--- src/ecs_regs.vh ---
`ifndef ECS_REGS_VH
`define ECS_REGS_VH
// Instruction class codes presented on op_class
`define ECS_CLS_ALU      3'h0
`define ECS_CLS_LDW      3'h1
`define ECS_CLS_LDH      3'h2
`define ECS_CLS_LDB      3'h3
`define ECS_CLS_STORE    3'h4
`define ECS_CLS_SHIFT    3'h5
`define ECS_CLS_TRAP     3'h6
`define ECS_CLS_UNIMP    3'h7
// Cycle budgets
`define ECS_CYC_BASE     6'h06
`define ECS_CYC_LDH      6'h09
`define ECS_CYC_LDB      6'h0A
`define ECS_CYC_SHIFT    6'h07
// Exception cause codes
`define ECS_EXC_IRQ      2'h0
`define ECS_EXC_TRAP     2'h1
`define ECS_EXC_ILLEGAL  2'h2
`define ECS_EXC_UNIMP    2'h3
`endif

--- src/ecs_sequencer.v ---
`timescale 1ns/100ps
`include "ecs_regs.vh"
module ecs_sequencer #(
   parameter AW = 32
) (
   input  wire          clk,
   input  wire          rst,
   input  wire [AW-1:0] fetch_addr,
   output reg  [AW-1:0] ibus_addr_r,
   output reg           ibus_read_r,
   input  wire          ibus_waitrequest,
   input  wire [31:0]   ibus_readdata,
   output reg  [31:0]   instr_r,
   input  wire [2:0]    op_class,
   input  wire [4:0]    shift_amt,
   input  wire          op_illegal,
   input  wire          irq,
   input  wire [AW-1:0] data_addr,
   input  wire [31:0]   data_wdata,
   output reg  [AW-1:0] dbus_addr_r,
   output reg           dbus_read_r,
   output reg           dbus_write_r,
   output reg  [31:0]   dbus_writedata_r,
   input  wire          dbus_waitrequest,
   output reg           exc_r,
   output reg  [1:0]    exc_cause_r,
   output reg           retire_r,
   output reg           shift_step_r,
   input  wire          dbg_halt,
   output reg           dbg_halted_r
);
   localparam [5:0] S_FETCH = 6'b000001;
   localparam [5:0] S_DEC   = 6'b000010;
   localparam [5:0] S_XFER  = 6'b000100;
   localparam [5:0] S_EXEC  = 6'b001000;
   localparam [5:0] S_SHIFT = 6'b010000;
   localparam [5:0] S_HALT  = 6'b100000;

   reg  [5:0] state_r;
   reg  [5:0] state_nxt;
   reg  [4:0] shcnt_r;
   reg  [5:0] budget;
   reg        cnt_load;
   reg        cnt_run;
   reg        is_mem;
   reg        is_load;
   wire       cnt_done;
   // Handshake terms shared by the state machine and the port registers
   wire       fetch_ok;
   wire       xfer_ok;
   wire       mem_go;

   // Fetch uses 1 cycle, decode 1, the rest of the class budget goes in EXEC.
   always @* begin
      case (op_class)
         `ECS_CLS_LDH: budget = `ECS_CYC_LDH - 6'h02;
         `ECS_CLS_LDB: budget = `ECS_CYC_LDB - 6'h02;
         `ECS_CLS_SHIFT: budget = `ECS_CYC_SHIFT - 6'h02;
         default: budget = `ECS_CYC_BASE - 6'h02;
      endcase
      is_load = (op_class == `ECS_CLS_LDW) || (op_class == `ECS_CLS_LDH)
                || (op_class == `ECS_CLS_LDB);
      is_mem = is_load || (op_class == `ECS_CLS_STORE);
   end

   // A quiet slave is no answer: after reset the request is still low for one cycle
   assign fetch_ok = ibus_read_r && !ibus_waitrequest;
   assign xfer_ok  = (dbus_read_r || dbus_write_r) && !dbus_waitrequest;
   // A pending interrupt or an illegal opcode stops the data transfer before it starts
   assign mem_go   = is_mem && !op_illegal && !irq;

   ecs_cycle_counter #(
      .W (6)
   ) u_cnt (
      .clk   (clk),
      .rst   (rst),
      .load  (cnt_load),
      .count (budget),
      .run   (cnt_run),
      .done  (cnt_done)
   );

   always @* begin
      state_nxt = state_r;
      cnt_load = 1'b0;
      cnt_run = 1'b0;
      case (state_r)
         S_FETCH: begin
            // Wait states hold here, stretching the instruction one for one
            if (fetch_ok)
               state_nxt = S_DEC;
         end
         S_DEC: begin
            cnt_load = 1'b1;
            if (mem_go)
               state_nxt = S_XFER;
            else
               state_nxt = S_EXEC;
         end
         S_XFER: begin
            if (xfer_ok)
               state_nxt = S_EXEC;
         end
         S_EXEC: begin
            cnt_run = 1'b1;
            if (cnt_done) begin
               // A shift that raised an exception retires without shifting
               if (op_class == `ECS_CLS_SHIFT && shcnt_r != 5'h00 && !exc_r)
                  state_nxt = S_SHIFT;
               else
                  state_nxt = dbg_halt ? S_HALT : S_FETCH;
            end
         end
         S_SHIFT: begin
            if (shcnt_r == 5'h01)
               state_nxt = dbg_halt ? S_HALT : S_FETCH;
         end
         S_HALT: begin
            // Halt only between instructions; no breakpoint or trace logic
            if (!dbg_halt)
               state_nxt = S_FETCH;
         end
         default: state_nxt = S_FETCH;
      endcase
   end

   // Sequencer state, the one-cycle status pulses and the halted flag
   always @(posedge clk) begin
      if (rst) begin
         state_r <= S_FETCH;
         shcnt_r <= 5'h00;
         retire_r <= 1'b0;
         shift_step_r <= 1'b0;
         dbg_halted_r <= 1'b0;
      end else begin
         state_r <= state_nxt;
         retire_r <= 1'b0;
         shift_step_r <= 1'b0;
         dbg_halted_r <= (state_nxt == S_HALT);
         if (state_r == S_DEC)
            shcnt_r <= shift_amt;
         if (state_r == S_SHIFT) begin
            shcnt_r <= shcnt_r - 5'h01;
            shift_step_r <= 1'b1;
         end
         if ((state_r == S_EXEC || state_r == S_SHIFT)
             && state_nxt != S_EXEC && state_nxt != S_SHIFT)
            retire_r <= 1'b1;
      end
   end

   // Instruction port; the request is a registered copy of the next state
   always @(posedge clk) begin
      if (rst) begin
         ibus_addr_r <= {AW{1'b0}};
         ibus_read_r <= 1'b0;
         instr_r <= 32'h00000000;
      end else begin
         ibus_addr_r <= fetch_addr;
         ibus_read_r <= (state_nxt == S_FETCH);
         if (state_r == S_FETCH && fetch_ok)
            instr_r <= ibus_readdata;
      end
   end

   // Data port; a request stands unchanged until the slave takes it
   always @(posedge clk) begin
      if (rst) begin
         dbus_addr_r <= {AW{1'b0}};
         dbus_read_r <= 1'b0;
         dbus_write_r <= 1'b0;
         dbus_writedata_r <= 32'h00000000;
      end else begin
         if (state_r == S_DEC && mem_go) begin
            dbus_addr_r <= {1'b0, data_addr[AW-2:0]};
            dbus_read_r <= is_load;
            dbus_write_r <= !is_load;
            dbus_writedata_r <= data_wdata;
         end
         if (state_r == S_XFER && xfer_ok) begin
            dbus_read_r <= 1'b0;
            dbus_write_r <= 1'b0;
         end
      end
   end

   // Exception flag stands until the next decode; the interrupt outranks the rest
   always @(posedge clk) begin
      if (rst) begin
         exc_r <= 1'b0;
         exc_cause_r <= `ECS_EXC_IRQ;
      end else if (state_r == S_DEC) begin
         exc_r <= 1'b0;
         if (irq) begin
            exc_r <= 1'b1;
            exc_cause_r <= `ECS_EXC_IRQ;
         end else if (op_illegal) begin
            exc_r <= 1'b1;
            exc_cause_r <= `ECS_EXC_ILLEGAL;
         end else if (op_class == `ECS_CLS_TRAP) begin
            exc_r <= 1'b1;
            exc_cause_r <= `ECS_EXC_TRAP;
         end else if (op_class == `ECS_CLS_UNIMP) begin
            exc_r <= 1'b1;
            exc_cause_r <= `ECS_EXC_UNIMP;
         end
      end
   end
endmodule

--- src/ecs_cycle_counter.v ---
`timescale 1ns/100ps
// Counts down a cycle budget; done pulses when the budget is spent.
module ecs_cycle_counter #(
   parameter W = 6
) (
   input  wire         clk,
   input  wire         rst,
   input  wire         load,
   input  wire [W-1:0] count,
   input  wire         run,
   output wire         done
);
   reg [W-1:0] cnt_r;
   reg [W-1:0] cnt_nxt;

   always @* begin
      cnt_nxt = cnt_r;
      if (load)
         cnt_nxt = count;
      else if (run && cnt_r != {W{1'b0}})
         cnt_nxt = cnt_r - {{(W-1){1'b0}}, 1'b1};
   end

   always @(posedge clk) begin
      if (rst)
         cnt_r <= {W{1'b0}};
      else
         cnt_r <= cnt_nxt;
   end

   assign done = run && !load && (cnt_r == {{(W-1){1'b0}}, 1'b1});
endmodule

--- config.mk ---
export PLATFORM = sky130hd
export DESIGN_NAME = ecs_sequencer
export DESIGN_NICKNAME = d
export VERILOG_FILES = /design/src/ecs_sequencer.v /design/src/ecs_cycle_counter.v
export VERILOG_INCLUDE_DIRS = /design/src
export SDC_FILE = /design/constraint.sdc
export NUM_CORES = 1
export LEC_CHECK = 0
export ABC_AREA = 1
export BUFFER_PORTS_ARGS = -buffer_cell sky130_fd_sc_hd__buf_2
export CAP_MARGIN = 20
export CORE_MARGIN = 3
export CORE_UTILIZATION = 41
export CTS_CLUSTER_SIZE = 25
export DETAILED_ROUTE_END_ITERATION = 8
export PLACE_DENSITY = 0.87
export SLEW_MARGIN = 5
export SYNTH_ARGS = -nofsm -noshare
export SYNTH_HDL_FRONTEND = slang
export SYNTH_SLANG_ARGS = --single-unit
--- constraint.sdc ---
create_clock -name clk -period 1.3 [get_ports clk]
set_input_delay 0.065 -clock clk [delete_from_list [all_inputs] [get_ports clk]]
set_output_delay 0.065 -clock clk [all_outputs]
set_load 0.02 [all_outputs]
# Yosys cells after proc, flatten, opt, wreduce, memory -nomap -nowiden
# Index checks and enable logic that the tools add are counted.
[totals]
wordCells = 95
regBits = 153
inputBits = 143
out_inout_bits = 137
[op_classes]
add_sub_neg = 2
n_reduce_logical = 33
muxes = 26
eq_ne = 19
[op_table]
columns = ["cell", "n"]
rows = [
  ["2-to-1 mux 6 bit", 9],
  ["one-hot mux 6 bit (6 select lines)", 1],
  ["equality test 6 x 1 -> 1 bit (second input constant)", 3],
  ["logical AND 1 bit", 14],
  ["equality test 3 bit (second input constant)", 4],
  ["equality test 6 bit (second input constant)", 2],
  ["one-hot mux 4 bit (3 select lines)", 1],
  ["2-to-1 mux 5 bit", 2],
  ["2-to-1 mux 1 bit", 8],
  ["2-to-1 mux 2 bit", 4],
  ["zero test 1 bit", 7],
  ["equality test 3 x 2 -> 1 bit (second input constant)", 2],
  ["equality test 6 x 2 -> 1 bit (second input constant)", 1],
  ["equality test 6 x 3 -> 1 bit (second input constant)", 1],
  ["equality test 6 x 4 -> 1 bit (second input constant)", 1],
  ["equality test 6 x 5 -> 1 bit (second input constant)", 1],
  ["!= test 6 x 4 -> 1 bit (second input constant)", 1],
  ["!= test 6 x 5 -> 1 bit (second input constant)", 1],
  ["nonzero test 6 bit", 1],
  ["subtractor 6 x 1 -> 6 bit (second input constant)", 1],
  ["equality test 5 x 1 -> 1 bit (second input constant)", 1],
  ["logical OR 1 bit", 5],
  ["nonzero test 5 bit", 1],
  ["subtractor 5 x 1 -> 5 bit (second input constant)", 1],
  ["other kinds (6)", 7],
]

# Depth between registers and ports, before layout
[depth]
word_depth = 12
mapped_depth = 10
mapped_depth_nobuf = 9

# Modules after synthesis
# A second synthesis with hierarchy kept.
[unflattened]
cells_unflattened = 761
area_unflattened_um2 = 5948.2
[by_module_without_submodules]
columns = ["module", "seq_area_each_um2", "cells_each", "area_each_um2", "n_inst"]
rows = [
  ["ecs_sequencer", 2942.8, 684, 5482.8, 1],
  ["ecs_cycle_counter", 120.1, 77, 465.4, 1],
]

# Worst setup path after synthesis
# Ideal clock, no wire load.
[synth_path]
path_kind = "reg2reg"
start = "reg state_r[5]"
end = "reg instr_r[10]"
path_stages_with_launch = 8
path_buffers = 1
t_arrival_ps = 1223
setup_ps = 116
period_less_slack_ps = 1339
t_required_ps = 1184
setup_slack_ps = -39
cell_sequence = "dfxtp_1 -> nor2_4 -> nand3_2 -> nor3_4 -> inv_1 -> buf_6 -> nor2_1 -> nor2_1"
[synth_via]
elab_chain_cells = 2
[synth_lines]
columns = ["item", "line_no", "source"]
rows = [
  ["start, declared", "ecs_sequencer.v:39", "reg [5:0] state_r;"],
  ["start signal, assigned", "ecs_sequencer.v:136", "state_r <= state_nxt;"],
  ["equality test 6 x 1 -> 1 bit", "ecs_sequencer.v:161", "if (state_r == S_FETCH && fetch_ok)"],
  ["logical AND 1 bit", "ecs_sequencer.v:161", ""],
  ["end signal, assigned", "ecs_sequencer.v:162", "instr_r <= ibus_readdata;"],
  ["end, declared", "ecs_sequencer.v:13", "output reg [31:0] instr_r,"],
]
# Every way passes these cells.
# A chain may end at the register's enable or synchronous reset.

# Worst setup path after layout
[layout_path]
start = "reg state_r[0]"
end = "reg dbus_writedata_r[2]"
[layout_via]
elab_chain_cells = 2
[layout_lines]
columns = ["item", "line_no", "source"]
rows = [
  ["equality test 6 x 2 -> 1 bit", "ecs_sequencer.v:174", "if (state_r == S_DEC && mem_go) begin"],
  ["logical AND 1 bit", "ecs_sequencer.v:174", ""],
  ["end signal, assigned", "ecs_sequencer.v:178", "dbus_writedata_r <= data_wdata;"],
  ["end, declared", "ecs_sequencer.v:23", "output reg [31:0] dbus_writedata_r,"],
]
# Every way passes these cells.

==> results.cfg <==
[drt]
dr.first_iter.drc_count = 436
wire_per_inst_um = 16.1
viasPerCell = 4.98
antenna_left = 0
routed_wirelength_um = 22100
drtPass1Iterations = 5
drc = 0
vias = 6851

[power]
p_total_w = 0.0117
power_frac_comb_pct = 15.8
p_seq_share_pct = 42.7
p_leak_nw = 5.15
sw_frac_of_total_pct = 25.9
p_clk_share_pct = 41.5
ir_drop_mv = 1.02
p_int_w = 0.00868
powerDensity_nw_per_um2 = 1160
p_switching_w = 0.00303

[grt]
grt.met1_usage_pct = 28.0
grt_pass1_vias = 6717
grt-busiest-layer = met2
antenna_found_initial = 0
grt_first_pass_wirelength_um = 31700
gr-usage-met3_pct = 7.18
use_met2_pct = 48.0
grt_usage_pct = 26.4
grt_max_degree = 60
grt_overflow = 0

[critical_path]
worstPathMaxFanout = 12
timing.rr.end = dbus_writedata_r[2]
endpoint = dbus_writedata_r[2]
cp.depth = 8
crit_top_cell = nor2_4
r2r_cells = 8
worst-endpoint-arrival_ns = 1.91
worst-path-buf-inv = 3
crit_type = flip-flop to flip-flop
endpoint_kind = flip-flop
cpMaxStageDelayCell = dfxtp_4
cp.required_ns = 1.63
worst_path_largest_cell_delay_ns = 0.35
rrSetupSlack_ns = -0.28
crit_chain = buf_4, nor2_4, nand3_4, nor2_4, buf_12, clkbuf_16, o21ai_0, nor2_1
start_kind = flip-flop
critPathTopFamily = simple AND/OR/NAND/NOR gates
crit-reg2reg-launch = state_r[0]
crit_start = state_r[0]

[synth]
synth_cell_types = 31
yosysSeqAreaShare_pct = 53.7
synth_top_family_by_area = simple AND/OR/NAND/NOR gates
ys_ff_latch = 153
syn-cell-area_um2 = 5700
yosys.area_share.simple_pct = 23.8
synth.avg_cell_area_um2 = 7.79
synth_fa_ha_area_share_pct = 1.32
ys.flop_type = dfxtp_1
syn_nets = 881
yosysTopAreaCell = dfxtp_1
synth_cells = 732
synth_edf_count = 0
yosys-top-cells-count = nor2_1 (265), dfxtp_1 (153), o21ai_0 (96)
yosysWarnings = 0
synth_top_cell_area_share_pct = 53.7
synth_area_leaders = dfxtp_1 (54%), nor2_1 (17%), o21ai_0 (8.4%)
yosysMostFrequentCell = nor2_1
synth_compound_area_share_pct = 11.6
synth_xor_area_share_pct = 0.768
muxShareOfSynthArea_pct = 0
synthArstFlopShare_pct = 0

[sta]
fin_crit_ns = 1.58
fmax_mhz = 633
setup_ws_ns = -0.280
fin_skew_ns = 0.00978
setup_viol = 119
rsz0062_at_grt = true
min_period_over_period_pct = 122
fin_setup_tns_ns = -19.69
slew_violations = 0
finalHoldViolations = 0
hold_ws_ns = 0.0238

[status]
violations = negative setup slack
status = finished with violations

[run]
drv_cap = 0

[placed_design]
io_buffers = 277
gp_congestion = 0.840
dp_hpwl_um = 11400
place_area_um2 = 7400

[cts]
clockBufferDepth = 2
cts_tree = built
clk-insertion-delay-late_ns = 0.41
path_clk_slew_ns = 0.06
cts_sinks = 153
cts_htree_levels = 4
clockRootBuffer = clkbuf_16
cts_made_buffers = 17

[floorplan]
start_util_pct = 42.5
row_count = 42
die_h_um = 124
core_um2 = 13400
die-area_um2 = 15400
io_pins = 280
dieWidth_um = 124

[hold_path]
hold_class = input port to flip-flop

[cells_and_area]
fin_util_pct = 75.1
layout-drive-gt1-share_pct = 38.5
final_nets = 1335
fin_area_um2 = 10100
area_growth_pct = 76.5
final cells by class:
| cell class | instances | area [µm²] |
|---|---|---|
| Inverter | 60 | 233 |
| Clock buffer | 18 | 439 |
| Multi-Input combinational cell | 479 | 2430 |
| Clock inverter | 13 | 145 |
| Sequential cell | 153 | 3080 |
| Timing Repair Buffer | 475 | 3520 |
| Fill cell | 860 | 3340 |
| Antenna cell | 1 | 2.50 |
| Tap cell | 176 | 220 |
state kept, by name, summed over array words and instances (netlist names):
name,flops
dbus_read_r,1
dbg_halted_r,1
ibus_addr_r,32
dbus_writedata_r,32
shcnt_r,5
ibus_read_r,1
exc_r,1
dbus_write_r,1
exc_cause_r,2
shift_step_r,1
state_r,6
instr_r,32
u_cnt.cnt_r,6
dbus_addr_r,31
retire_r,1
worst min path at each step:
| stage | from | end | slack, ns | cells after the start |
|---|---|---|---|---|
| global placement | fetch_addr[16] | ibus_addr_r[16] | 0.26 | 3 |
| floorplan | fetch_addr[0] | ibus_addr_r[0] | 0.17 | 2 |
| global route | shift_amt[2] | shcnt_r[2] | 0.03 | 5 |
| CTS | shift_amt[4] | shcnt_r[4] | 0.01 | 5 |
| detailed placement | fetch_addr[8] | ibus_addr_r[8] | 0.27 | 3 |
| finish | shift_amt[4] | shcnt_r[4] | 0.02 | 5 |
timing repair:
item,CTS,global route
hold buffers,132,0
resized for setup,88,62
endpoints found under the hold margin,135,0
pin swaps,14,29
endpoints found under the setup margin,110,119
cloned,3,6
buffers inserted,16,6
worst reg2reg max path: cells and delay by family (launching register included):
family                 cells  cell delay, ns
buffers and inverters      3            0.49
AND/OR/NAND/NOR            4            0.59
AO/OA/AOI/OAI              1            0.07
flip-flops                 1            0.35
per-stage QoR:
stage                     setup WS, ns  cells
after global placement         -0.0567   1181
after floorplan                0.00504    732
after detailed placement        -0.107   1181
after global routing            -0.336   1374
final                           -0.280   1375
after CTS                      -0.0877   1363
layer usage:
metal,routed length (µm),vias to the layer above
met1,7860,3127
met3,1970,91
li1,-,3203
met2,11300,430
met5,0,-
met4,943,0
cell usage in the layout, fill, tap and decap left out, drive strengths merged:
cell	n
xnor2	1
a22o	1
a21o	1
nand2	43
ha	6
conb	1
a21oi	12
inv	63
bufinv	2
o21bai	1
a31oi	3
clkinv	2
diode	1
or2	2
buf	338
xor2	4
o21ai	109
nand4	2
nor3	2
a211oi	1
clkbuf	23
dfxtp	153
dlygate4sd3	132
a21boi	1
nor2	268
nand3	21
clkinvlp	6
cells by family (layout without fill, tap and decap cells):
| kind of cell | count (synthesis) | in the layout |
|---|---|---|
| simple gates | 338 | 338 |
| flops | 153 | 153 |
| xor+xnor | 5 | 5 |
| compound gates | 129 | 129 |
| fa+ha+maj | 6 | 6 |
| other cells | 1 | 2 |
| buf+inv | 100 | 566 |
power by group through the flow:
| stage | sequential, W | clock (W) | combinational [W] |
|---|---|---|---|
| 2_1_floorplan | 0.00529 | 0 | 0.000410 |
| 3_3_place_gp | 0.00506 | 0 | 0.00117 |
| 3_5_place_dp | 0.00507 | 0 | 0.00120 |
| 4_1_cts | 0.00498 | 0.00493 | 0.00166 |
| 5_1_grt | 0.00501 | 0.00514 | 0.00197 |
| 6_report | 0.00500 | 0.00486 | 0.00185 |
(Power assumes the default switching activity.)
